`src/pkg/pbc_pkg.sv`:
```
// Constants shared by the secondary bus power and clock controller.
// Assumes a 20 MHz system clock and a 32-bit APB register bus.

package pbc_pkg;

	// ****************************************************************
	// Timing
	// ****************************************************************
	localparam int PBC_CLK_PERIOD_NS = 50;
	// Least time the secondary bus must read idle before leaving B0
	localparam int PBC_IDLE_SETTLE_NS = 500;
	localparam int PBC_IDLE_SETTLE_CYC =
		(PBC_IDLE_SETTLE_NS + PBC_CLK_PERIOD_NS - 1) / PBC_CLK_PERIOD_NS;
	// Least time with no clock edge before the clock counts as stopped
	localparam int PBC_CLK_QUIET_NS = 2000;
	localparam int PBC_CLK_QUIET_CYC =
		(PBC_CLK_QUIET_NS + PBC_CLK_PERIOD_NS - 1) / PBC_CLK_PERIOD_NS;
	// Cycles after reset release before the straps are caught
	localparam logic [1:0] PBC_STRAP_WAIT = 2'h3;

	// ****************************************************************
	// Register map: indices, byte address is four times the index
	// ****************************************************************
	localparam int PBC_CAP_IDX = 2;
	localparam int PBC_CSR_IDX = 4;
	localparam int PBC_BSE_IDX = 6;
	localparam int PBC_STAT_IDX = 8;
	localparam logic [7:0] PBC_CAP_ADDR = 8'(PBC_CAP_IDX * 4);
	localparam logic [7:0] PBC_CSR_ADDR = 8'(PBC_CSR_IDX * 4);
	localparam logic [7:0] PBC_BSE_ADDR = 8'(PBC_BSE_IDX * 4);
	localparam logic [7:0] PBC_STAT_ADDR = 8'(PBC_STAT_IDX * 4);

	// ****************************************************************
	// Field positions and reset values
	// ****************************************************************
	localparam int PBC_CAP_D2_BIT = 10;
	localparam int PBC_CSR_PS_LSB = 0;
	localparam int PBC_BSE_SEL_BIT = 6;
	localparam int PBC_BSE_EN_BIT = 7;
	localparam int PBC_STAT_BUS_LSB = 0;
	localparam int PBC_STAT_CLKRUN_BIT = 4;
	localparam int PBC_STAT_VCC_BIT = 5;
	localparam int PBC_STAT_M66_BIT = 6;
	localparam int PBC_STAT_PLOST_BIT = 7;
	localparam int PBC_STAT_IDLE_BIT = 8;
	localparam logic PBC_EN_RESET = 1'b1;

	typedef enum logic [1:0] {
		PBC_D0 = 2'b00,
		PBC_D1 = 2'b01,
		PBC_D2 = 2'b10,
		PBC_D3HOT = 2'b11
	} pbc_dstate_t;

	typedef enum logic [2:0] {
		PBC_B0 = 3'b000,
		PBC_B1 = 3'b001,
		PBC_B2 = 3'b010,
		PBC_B3 = 3'b011,
		PBC_SETTLE = 3'b100
	} pbc_bus_t;

endpackage

```
`src/verilog/pbc_bus_power_ctrl.sv`:
```
// Secondary bus power and clock controller of a bridge, with APB slave.
// Assumes an external clock source obeying the stop request and a
// supply switch obeying the Vcc enable; secondary bus pins and straps are asynchronous.
//
// Functional notes
// - Reset always returns the secondary bus to B0.
// - Power loss forces B3; other changes only by power state writes.
// - B3 on D3hot is optional, chosen by a strap.
// - Clock is controlled by sideband stop request to external source.
// - Above 33 MHz the clock frequency never changes outside reset; the code still stops the clock in B2 and B3 on a 66 MHz segment.
// - Light_sleep2_supported capability bit reads zero on a 66 MHz segment.
// - HOT_OFF_BUS_STATE_SELECT select bit reads zero when both segments run 66 MHz.
// - Enable cleared by software means no clock stop in D2 or D3hot.
// - High 66 MHz enable input means the segment runs at 66 MHz.
// - Bus state follows the bridge power state field, read and write.
// - D0 to B0, D1 to B1, D2 to B2 with clock stop, D3cold to B3.
// - D3hot stops clock; removes supply when B3 applies, else B2.
// - Read-only HOT_OFF_BUS_STATE_SELECT select bit tells the D3hot bus state, save on a 66/66 bridge without the B3 strap (reads zero, goes B2).
// - Enable bit cleared leaves power and clock to other mechanism.
// - In B2 the clock stops low while supply stays on.
// - Leave B0 only after the bus has settled idle.
//
// The placing of the registers and the APB interface to the registers were left to the implementer.

`timescale 1ns/100ps
`default_nettype none

module pbc_bus_power_ctrl
	import pbc_pkg::*;
#(
	parameter int IDLE_SETTLE_CYC = PBC_IDLE_SETTLE_CYC,
	parameter int CLK_QUIET_CYC = PBC_CLK_QUIET_CYC
) (
	// System
	input wire logic CLOCK,
	input wire logic SYS_RST,
	// APB slave
	input wire logic PSEL,
	input wire logic PENABLE,
	input wire logic PWRITE,
	input wire logic [7:0] PADDR,
	input wire logic [31:0] PWDATA,
	input wire logic [3:0] PSTRB,
	output logic [31:0] PRDATA,
	output logic PREADY,
	output logic PSLVERR,
	// Secondary bus pins and straps
	input wire logic SEC_CLK,
	input wire logic SEC_M66EN,
	input wire logic PRI_M66EN,
	input wire logic SEC_BUS_IDLE,
	input wire logic PWR_LOST,
	input wire logic B3_SUPPORT_STRAP,
	input wire logic LIGHT_SLEEP2_SUPPORTED_STRAP,
	// Power and clock control
	output logic SEC_CLK_STOP,
	output logic SEC_VCC_EN,
	output logic [2:0] BUS_STATE
);

	// ****************************************************************
	// State
	// ****************************************************************
	typedef struct packed {
		pbc_dstate_t power_state_field;
		logic bus_power_clock_ctrl_enable;
		logic b3_supported;
		logic d2_strap;
		logic [1:0] strap_cnt;
		logic strap_done;
		pbc_bus_t bus;
		logic clk_prev;
		logic clk_stop;
		logic vcc_en;
		logic [31:0] prdata;
		logic pready;
		logic pslverr;
	} pbc_state_t;

	pbc_state_t s_reg;
	pbc_state_t s_next;

	logic [6:0] pins_sync;
	logic clk_s;
	logic m66_sec;
	logic m66_pri;
	logic idle_s;
	logic pwr_lost_s;
	logic b3_strap_s;
	logic d2_strap_s;
	logic idle_done;
	logic clk_quiet;
	logic clk_edge;
	logic m66_both;
	logic hot_off_bus_state_select;
	logic light_sleep2_supported;
	logic apb_access;
	logic apb_done;
	logic wr_csr;
	logic wr_bse;
	pbc_bus_t target;

	initial begin
		if (IDLE_SETTLE_CYC < 1 || CLK_QUIET_CYC < 2) begin
			$error("pbc_bus_power_ctrl: timer counts too small");
		end
	end

	// ****************************************************************
	// Pin synchronisers and timers
	// ****************************************************************
	pbc_sync #(
		.WIDTH(7)
	) u_sync (
		.clk(CLOCK),
		.rst(SYS_RST),
		.d({LIGHT_SLEEP2_SUPPORTED_STRAP, B3_SUPPORT_STRAP, PWR_LOST, SEC_BUS_IDLE,
			PRI_M66EN, SEC_M66EN, SEC_CLK}),
		.q(pins_sync)
	);

	assign clk_s = pins_sync[0];
	assign m66_sec = pins_sync[1];
	assign m66_pri = pins_sync[2];
	assign idle_s = pins_sync[3];
	assign pwr_lost_s = pins_sync[4];
	assign b3_strap_s = pins_sync[5];
	assign d2_strap_s = pins_sync[6];

	// Idle must hold unbroken; a single busy cycle restarts the wait
	pbc_hold_timer #(
		.COUNT(IDLE_SETTLE_CYC)
	) u_idle (
		.clk(CLOCK),
		.rst(SYS_RST),
		.cond(idle_s),
		.done(idle_done)
	);

	assign clk_edge = clk_s ^ s_reg.clk_prev;

	pbc_hold_timer #(
		.COUNT(CLK_QUIET_CYC)
	) u_quiet (
		.clk(CLOCK),
		.rst(SYS_RST),
		.cond(!clk_edge),
		.done(clk_quiet)
	);

	// ****************************************************************
	// Capability and select bits
	// ****************************************************************
	assign m66_both = m66_sec && m66_pri;
	// 66 MHz clocking forbids a stopped clock, so D2 is hidden
	assign light_sleep2_supported = s_reg.d2_strap && !m66_sec;
	// Zero selects B3 on D3hot when the B3 strap is set; forced to zero on a 66/66 bridge
	assign hot_off_bus_state_select =
		!m66_both && !s_reg.b3_supported;

	function automatic pbc_bus_t map_state(input pbc_dstate_t ps,
		input logic sel, input logic b3ok);
		case (ps)
			PBC_D0: map_state = PBC_B0;
			PBC_D1: map_state = PBC_B1;
			PBC_D2: map_state = PBC_B2;
			PBC_D3HOT: map_state = (!sel && b3ok) ? PBC_B3 : PBC_B2;
			default: map_state = PBC_B0;
		endcase
	endfunction

	function automatic logic [31:0] read_word(input logic [7:0] addr,
		input pbc_state_t st, input logic d2cap, input logic sel,
		input logic run, input logic m66, input logic plost,
		input logic idl);
		logic [31:0] w;
		w = '0;
		case (addr)
			PBC_CAP_ADDR: w[PBC_CAP_D2_BIT] = d2cap;
			PBC_CSR_ADDR: w[PBC_CSR_PS_LSB +: 2] = st.power_state_field;
			PBC_BSE_ADDR: begin
				w[PBC_BSE_SEL_BIT] = sel;
				w[PBC_BSE_EN_BIT] = st.bus_power_clock_ctrl_enable;
			end
			PBC_STAT_ADDR: begin
				w[PBC_STAT_BUS_LSB +: 3] = st.bus;
				w[PBC_STAT_CLKRUN_BIT] = run;
				w[PBC_STAT_VCC_BIT] = st.vcc_en;
				w[PBC_STAT_M66_BIT] = m66;
				w[PBC_STAT_PLOST_BIT] = plost;
				w[PBC_STAT_IDLE_BIT] = idl;
			end
			default: w = '0;
		endcase
		read_word = w;
	endfunction

	function automatic logic addr_mapped(input logic [7:0] addr);
		addr_mapped = (addr == PBC_CAP_ADDR) || (addr == PBC_CSR_ADDR) ||
			(addr == PBC_BSE_ADDR) || (addr == PBC_STAT_ADDR);
	endfunction

	// ****************************************************************
	// APB decode
	// ****************************************************************
	// One wait state: pready rises the cycle after the access phase opens
	assign apb_access = PSEL && PENABLE;
	assign apb_done = apb_access && s_reg.pready;
	assign wr_csr = apb_done && PWRITE && PSTRB[0] &&
		(PADDR == PBC_CSR_ADDR);
	assign wr_bse = apb_done && PWRITE && PSTRB[0] &&
		(PADDR == PBC_BSE_ADDR);
	assign target = map_state(s_reg.power_state_field,
		hot_off_bus_state_select, s_reg.b3_supported);

	// ****************************************************************
	// Next state
	// ****************************************************************
	always_comb begin
		s_next = s_reg;
		s_next.clk_prev = clk_s;

		// Straps are caught once the synchroniser has settled
		if (!s_reg.strap_done) begin
			if (s_reg.strap_cnt == PBC_STRAP_WAIT) begin
				s_next.strap_done = 1'b1;
				s_next.b3_supported = b3_strap_s;
				s_next.d2_strap = d2_strap_s;
			end else begin
				s_next.strap_cnt = s_reg.strap_cnt + 2'h1;
			end
		end

		// Register writes
		if (wr_csr) begin
			s_next.power_state_field =
				pbc_dstate_t'(PWDATA[PBC_CSR_PS_LSB +: 2]);
		end
		if (wr_bse) begin
			s_next.bus_power_clock_ctrl_enable =
				PWDATA[PBC_BSE_EN_BIT];
		end

		// APB answer
		s_next.pready = apb_access && !s_reg.pready;
		s_next.pslverr = 1'b0;
		if (apb_access && !s_reg.pready) begin
			s_next.pslverr = !addr_mapped(PADDR);
			s_next.prdata = PWRITE ? 32'h0000_0000 :
				read_word(PADDR, s_reg, light_sleep2_supported,
				hot_off_bus_state_select, !clk_quiet, m66_sec,
				pwr_lost_s, idle_s);
		end

		// Bus state sequencing
		if (pwr_lost_s) begin
			s_next.bus = PBC_B3;
		end else begin
			case (s_reg.bus)
				PBC_B0: begin
					if (target != PBC_B0) begin
						s_next.bus = PBC_SETTLE;
					end
				end
				PBC_SETTLE: begin
					if (target == PBC_B0) begin
						s_next.bus = PBC_B0;
					end else if (idle_done) begin
						s_next.bus = target;
					end
				end
				PBC_B1, PBC_B2, PBC_B3: begin
					s_next.bus = target;
				end
				default: s_next.bus = PBC_B0;
			endcase
		end

		// Actions; with the enable cleared nothing is stopped or removed, save the supply on power loss
		s_next.vcc_en = !pwr_lost_s && !(s_reg.bus_power_clock_ctrl_enable
			&& s_next.bus == PBC_B3);
		if (!s_reg.bus_power_clock_ctrl_enable ||
			s_next.bus == PBC_B0 || s_next.bus == PBC_B1 ||
			s_next.bus == PBC_SETTLE) begin
			s_next.clk_stop = 1'b0;
		end else if (!clk_s) begin
			// Asserted only in the low phase so the clock parks low
			s_next.clk_stop = 1'b1;
		end
	end

	// ****************************************************************
	// Registers
	// ****************************************************************
	// The clock rate itself is never touched; only a stop is requested
	always_ff @(posedge CLOCK or posedge SYS_RST) begin
		if (SYS_RST) begin
			s_reg <= '0;
			s_reg.bus_power_clock_ctrl_enable <= PBC_EN_RESET;
			s_reg.vcc_en <= 1'b1;
		end else begin
			s_reg <= s_next;
		end
	end

	assign PRDATA = s_reg.prdata;
	assign PREADY = s_reg.pready;
	assign PSLVERR = s_reg.pslverr;
	assign SEC_CLK_STOP = s_reg.clk_stop;
	assign SEC_VCC_EN = s_reg.vcc_en;
	assign BUS_STATE = s_reg.bus;
endmodule

`default_nettype wire

```
`src/verilog/pbc_hold_timer.sv`:
```
// Counts cycles for which a condition has held without a break.
// Assumes cond is already in the clock domain.

`timescale 1ns/100ps
`default_nettype none

module pbc_hold_timer #(
	parameter int COUNT = 10
) (
	// Clock and reset
	input wire logic clk,
	input wire logic rst,
	// Condition and result
	input wire logic cond,
	output logic done
);

	localparam int CW = $clog2(COUNT + 1);

	typedef struct packed {
		logic [CW-1:0] cnt;
		logic done;
	} pbc_timer_t;

	pbc_timer_t t_reg;
	pbc_timer_t t_next;

	initial begin
		if (COUNT < 1) begin
			$error("pbc_hold_timer: COUNT must be at least 1");
		end
	end

	always_comb begin
		t_next = t_reg;
		if (!cond) begin
			t_next.cnt = '0;
			t_next.done = 1'b0;
		end else if (t_reg.cnt == CW'(COUNT)) begin
			t_next.done = 1'b1;
		end else begin
			t_next.cnt = t_reg.cnt + CW'(1);
		end
	end

	always_ff @(posedge clk or posedge rst) begin
		if (rst) begin
			t_reg <= '0;
		end else begin
			t_reg <= t_next;
		end
	end

	assign done = t_reg.done;

endmodule

`default_nettype wire

```
`src/verilog/pbc_sync.sv`:
```
// Two flip-flop synchroniser for a group of pin levels.
// Assumes inputs are slow levels relative to the system clock.

`timescale 1ns/100ps
`default_nettype none

module pbc_sync #(
	parameter int WIDTH = 1
) (
	// Clock and reset
	input wire logic clk,
	input wire logic rst,
	// Levels
	input wire logic [WIDTH-1:0] d,
	output logic [WIDTH-1:0] q
);

	typedef struct packed {
		logic [WIDTH-1:0] meta;
		logic [WIDTH-1:0] stable;
	} pbc_sync_t;

	pbc_sync_t s_reg;
	pbc_sync_t s_next;

	initial begin
		if (WIDTH < 1) begin
			$error("pbc_sync: WIDTH must be at least 1");
		end
	end

	always_comb begin
		s_next.meta = d;
		s_next.stable = s_reg.meta;
	end

	always_ff @(posedge clk or posedge rst) begin
		if (rst) begin
			s_reg <= '0;
		end else begin
			s_reg <= s_next;
		end
	end

	assign q = s_reg.stable;

endmodule

`default_nettype wire
```
`config.mk`:
```
export PLATFORM = sky130hd
export DESIGN_NAME = pbc_bus_power_ctrl
export DESIGN_NICKNAME = d
export VERILOG_FILES = /design/src/pkg/pbc_pkg.sv /design/src/verilog/pbc_bus_power_ctrl.sv /design/src/verilog/pbc_hold_timer.sv /design/src/verilog/pbc_sync.sv
export SDC_FILE = /design/constraint.sdc
export NUM_CORES = 1
export LEC_CHECK = 0
export BUFFER_PORTS_ARGS = -buffer_cell sky130_fd_sc_hd__clkbuf_2
export CAP_MARGIN = 20
export CORE_MARGIN = 2
export CORE_UTILIZATION = 48
export CTS_CLUSTER_SIZE = 30
export DETAILED_ROUTE_END_ITERATION = 16
export HOLD_SLACK_MARGIN = 0.1
export PLACE_DENSITY_LB_ADDON = 0.3
export SLEW_MARGIN = 20
export SYNTH_ARGS = -nofsm -noshare
export SYNTH_HDL_FRONTEND = slang
export SYNTH_HIERARCHICAL = 1
export SYNTH_SLANG_ARGS = --single-unit
```
`constraint.sdc`:
```
create_clock -name CLOCK -period 1.8 [get_ports CLOCK]
set_input_delay 0.27 -clock CLOCK [delete_from_list [all_inputs] [get_ports CLOCK]]
set_output_delay 0.27 -clock CLOCK [all_outputs]
set_load 0.02 [all_outputs]
```
==> reports/results.tsv <==
stage	metric	value	unit
finish	fin_cells	318	
floorplan	die_x	74.53	um
setup_path	crit_fanout	3	
timing	finalMaxSlewViolations	0	
synth	yosysWarnings	6	
placed_design	port_buffers	39	
finish	multi_input_area	882.1	um^2
timing	tns	0	ns
route	drtIter0Drc	58	
pwr	p_sw_share	23.63	%
timing	period_share	74.20	%
finish	drive_gt1_share	24.30	%
finish	n_antenna_cell	0	
clock_network	ctsResizeCount	0	
pwr	p_comb_share	10.2	%
finish	register_area	1279	um^2
timing	worst_slack	0.4644	ns
synth	syn_area	2387	um^2
grt	grt_pass1_wl	6292	um
setup_path	worst-setup-path-type	input port to register	
floorplan	pin_count	95	
clock_network	cts_max_path_buffers	2	
pwr	max-vdd-ir-drop	0.7182	mV
timing	tightest_slew	0.5741	ns
setup_path	cp-endpoint	s_reg[47]$_DFFE_PP0P_	
grt	grt-ovfl-total	0	
setup_path	cp.required	1.98	ns
route	via_count	1518	
synth	async_flop_share	100.0	%
timing	clock_skew	0.01249	ns
setup_path	critPathLaunch	PADDR[1]	
timing	final-hold-violation-count	0	
pwr	power.internal	1.724	mW
floorplan	fp.dieH	74.53	um
route	first_pass_iters	4	
synth	syn_inst	208	
grt	antenna_found_initial	0	
setup_path	critPathCaptureType	register	
setup_path	critPathLaunchType	input port	
clock_network	postCtsSetupBuffers	0	
floorplan	coreArea	4755	um^2
setup_path	reg2regPathDepth	3	
grt	grt_pass1_vias	1467	
finish	fillers	422	
route	post-route-drc-count	0	
pwr	power.switching	0.5332	mW
grt	grt_use_total	14.81	%
route	wl_per_cell	11.97	um
clock_network	cts.sinks	51	
clock_network	cts_buffers	5	
synth	synth_area_leader_cell	dfrtp_1	
synth	netlist-cell-type-count	48	
pwr	power_frac_seq	54.2	%
clock_network	clock_latency	0.30	ns
pwr	power.leakage	1.282	nW
finish	nets	311	
route	drt-total-wl	3807	um
floorplan	start_util	50.21	%
grt	grt_max_degree	26	
placed_design	dp_cells	302	
synth	synth-seq-area-share	53.56	%
timing	fin_crit	1.336	ns
clock_network	htree_num_levels	2	
timing	max_freq	0.7488	GHz
synth	synth-seq-cells	51	
clock_network	cts-root-buf	clkbuf_8	
setup_path	r2r_start	PREADY$_DFF_PP0_	
finish	syn_to_final_growth	13.00	%
placed_design	pre_cts_ws	0.1352	ns
clock_network	clk_pin_slew_worst_paths	0.09	ns
synth	synth-edff-count	0	
setup_path	reg2reg_to	PRDATA[6]$_DFFE_PP0P_	
finish	utilization	56.74	%
synth	ys.flop_type	dfrtp_1	
floorplan	die-area	5554	um^2
timing	setup_viol	0	
setup_path	slowest_delay	0.40	ns
floorplan	core.rowCount	25	
pwr	report.power.total	2.257	mW
clock_network	cts_tree	yes	
route	avgViaCountPerCell	4.774	
placed_design	place_congestion	0.8047	
synth	netlist.area_leader.share	51.36	%
synth	synth_area_leaders	dfrtp_1, buf_4, nand2_1, ha_1, mux2_1	
hold_path	hold_depth	2	
hold_path	hp-class	input port to register	
timing	relSlewSlack	61.43	%
route	ant_nets	0	
placed_design	dp_hpwl	2879	um
pwr	pwr-share-clk	35.6	%
pwr	power_density	836.7	nW/um^2
setup_path	crit_slowest_cell	or3_4	
setup_path	path_cells	clkbuf_2 -> or3_4 -> nor4_2 -> mux2_1	
setup_path	crit_arrival	1.51	ns
synth	postSynthAreaPerCell	11.48	um^2
run_status	status	complete, no violations	
flow_run	cap_violations	0	
setup_path	r2r_slack	0.47	ns
timing	rsz0062_at_grt	false	
[power groups by stage]
stage / sequential (mW) / combinational, mW / clock [mW]
after global placement: 1.24 / 0.216 / 0
after CTS: 1.22 / 0.233 / 0.833
after floorplan: 1.24 / 0.189 / 0
after detailed placement: 1.25 / 0.218 / 0
final: 1.22 / 0.230 / 0.804
after global routing: 1.23 / 0.260 / 0.879
[critical path: cells and delay by family]
kind,cells,cell delay [ns]
AND/OR/NAND/NOR,2,0.80
multiplexers,1,0.35
buffers and inverters,1,0.09
[layout make-up]
| class | count | area share, % |
|---|---|---|
| inverter | 10 | 1.391 |
| timing repair buffer | 50 | 11.04 |
| clock buffer | 6 | 3.061 |
| sequential | 51 | 47.40 |
| multi-input combinational | 132 | 32.70 |
| tap | 67 | 3.108 |
| clock inverter | 2 | 1.299 |
[cell families after synthesis]
family          after synthesis  share of synthesized area (%)
compound gates               25                          7.652
xor+xnor                      8                          2.935
fa+ha+maj                     5                          2.621
buf+inv                      47                          12.95
flops                        51                          53.56
mux                           8                          3.669
other cells                   1                         0.1571
simple gates                 63                          16.46
[how the worst min path moves through the flow]
stage,start,endpoint
6_report,PWDATA[0],s_reg[46]$_DFFE_PP0P_
5_1_grt,PWDATA[0],s_reg[46]$_DFFE_PP0P_
4_1_cts,PWDATA[0],s_reg[46]$_DFFE_PP0P_
3_5_place_dp,SYS_RST,u_idle/t_reg[2]$_DFFE_PP0P_
3_3_place_gp,SYS_RST,u_idle/done$_DFFE_PP0P_
2_1_floorplan,SYS_RST,u_idle/done$_DFFE_PP0P_
[through the flow]
step	instance area (um^2)	hold slack, ns
floorplan	2470	0.04852
global placement	2500	0.2149
detailed placement	2500	0.2184
CTS	2698	0.1911
global route	2698	0.1928
finish	2698	0.1903
[Yosys cell counts (all sizes together), types with 2 or more instances]
| library cell | count |
|---|---|
| nand2b | 3 |
| dfstp | 2 |
| nor2 | 4 |
| nor3b | 4 |
| mux2i | 2 |
| buf | 35 |
| o31ai | 3 |
| o21a | 2 |
| ha | 5 |
| a21boi | 2 |
| a22oi | 2 |
| o21ai | 6 |
| or2 | 2 |
| o41ai | 3 |
| xnor2 | 5 |
| a32oi | 2 |
| clkbuf | 2 |
| nand4b | 2 |
| nor4 | 3 |
| inv | 10 |
| nand2 | 19 |
| nand4 | 4 |
| nand3b | 4 |
| xor2 | 3 |
| and2 | 3 |
| and3 | 2 |
| mux2 | 6 |
| nor2b | 4 |
| nand3 | 4 |
| dfrtp | 49 |
| nor3 | 2 |
[placed cells by master, fill, tap and decap left out, drive strengths merged, types with 2 or more instances in the layout]
cell type / netlist / layout
dfrtp: 49 / 49
clkbuf: 2 / 45
conb: 1 / 23
nand2: 19 / 19
inv: 10 / 10
dlygate4sd3: 0 / 8
mux2: 6 / 6
o21ai: 6 / 6
xnor2: 5 / 5
ha: 5 / 5
nor2b: 4 / 4
nor2: 4 / 4
nand4: 4 / 4
nand3b: 4 / 4
nand3: 4 / 4
nor3b: 4 / 4
o31ai: 3 / 3
nand2b: 3 / 3
xor2: 3 / 3
o41ai: 3 / 3
buf: 35 / 3
and2: 3 / 3
nor4: 3 / 3
dfstp: 2 / 2
nor3: 2 / 2
a22oi: 2 / 2
and3: 2 / 2
nand4b: 2 / 2
o21a: 2 / 2
a32oi: 2 / 2
a21boi: 2 / 2
mux2i: 2 / 2
or2: 2 / 2
[routing by layer]
layer  vias up  track usage [%]  wire [um]
li1        741                -          -
met1       727            19.44       1764
met2        48            23.89       1779
met3         2            3.794        240
met4         0            5.357         22
met5         -                0          0
[repair_timing]
item                                    in CTS  in global routing
endpoints found under the setup margin       0                  0
hold buffers                                 8                  0
hold endpoints to repair                    56                  0
(Power assumes the default switching activity.)
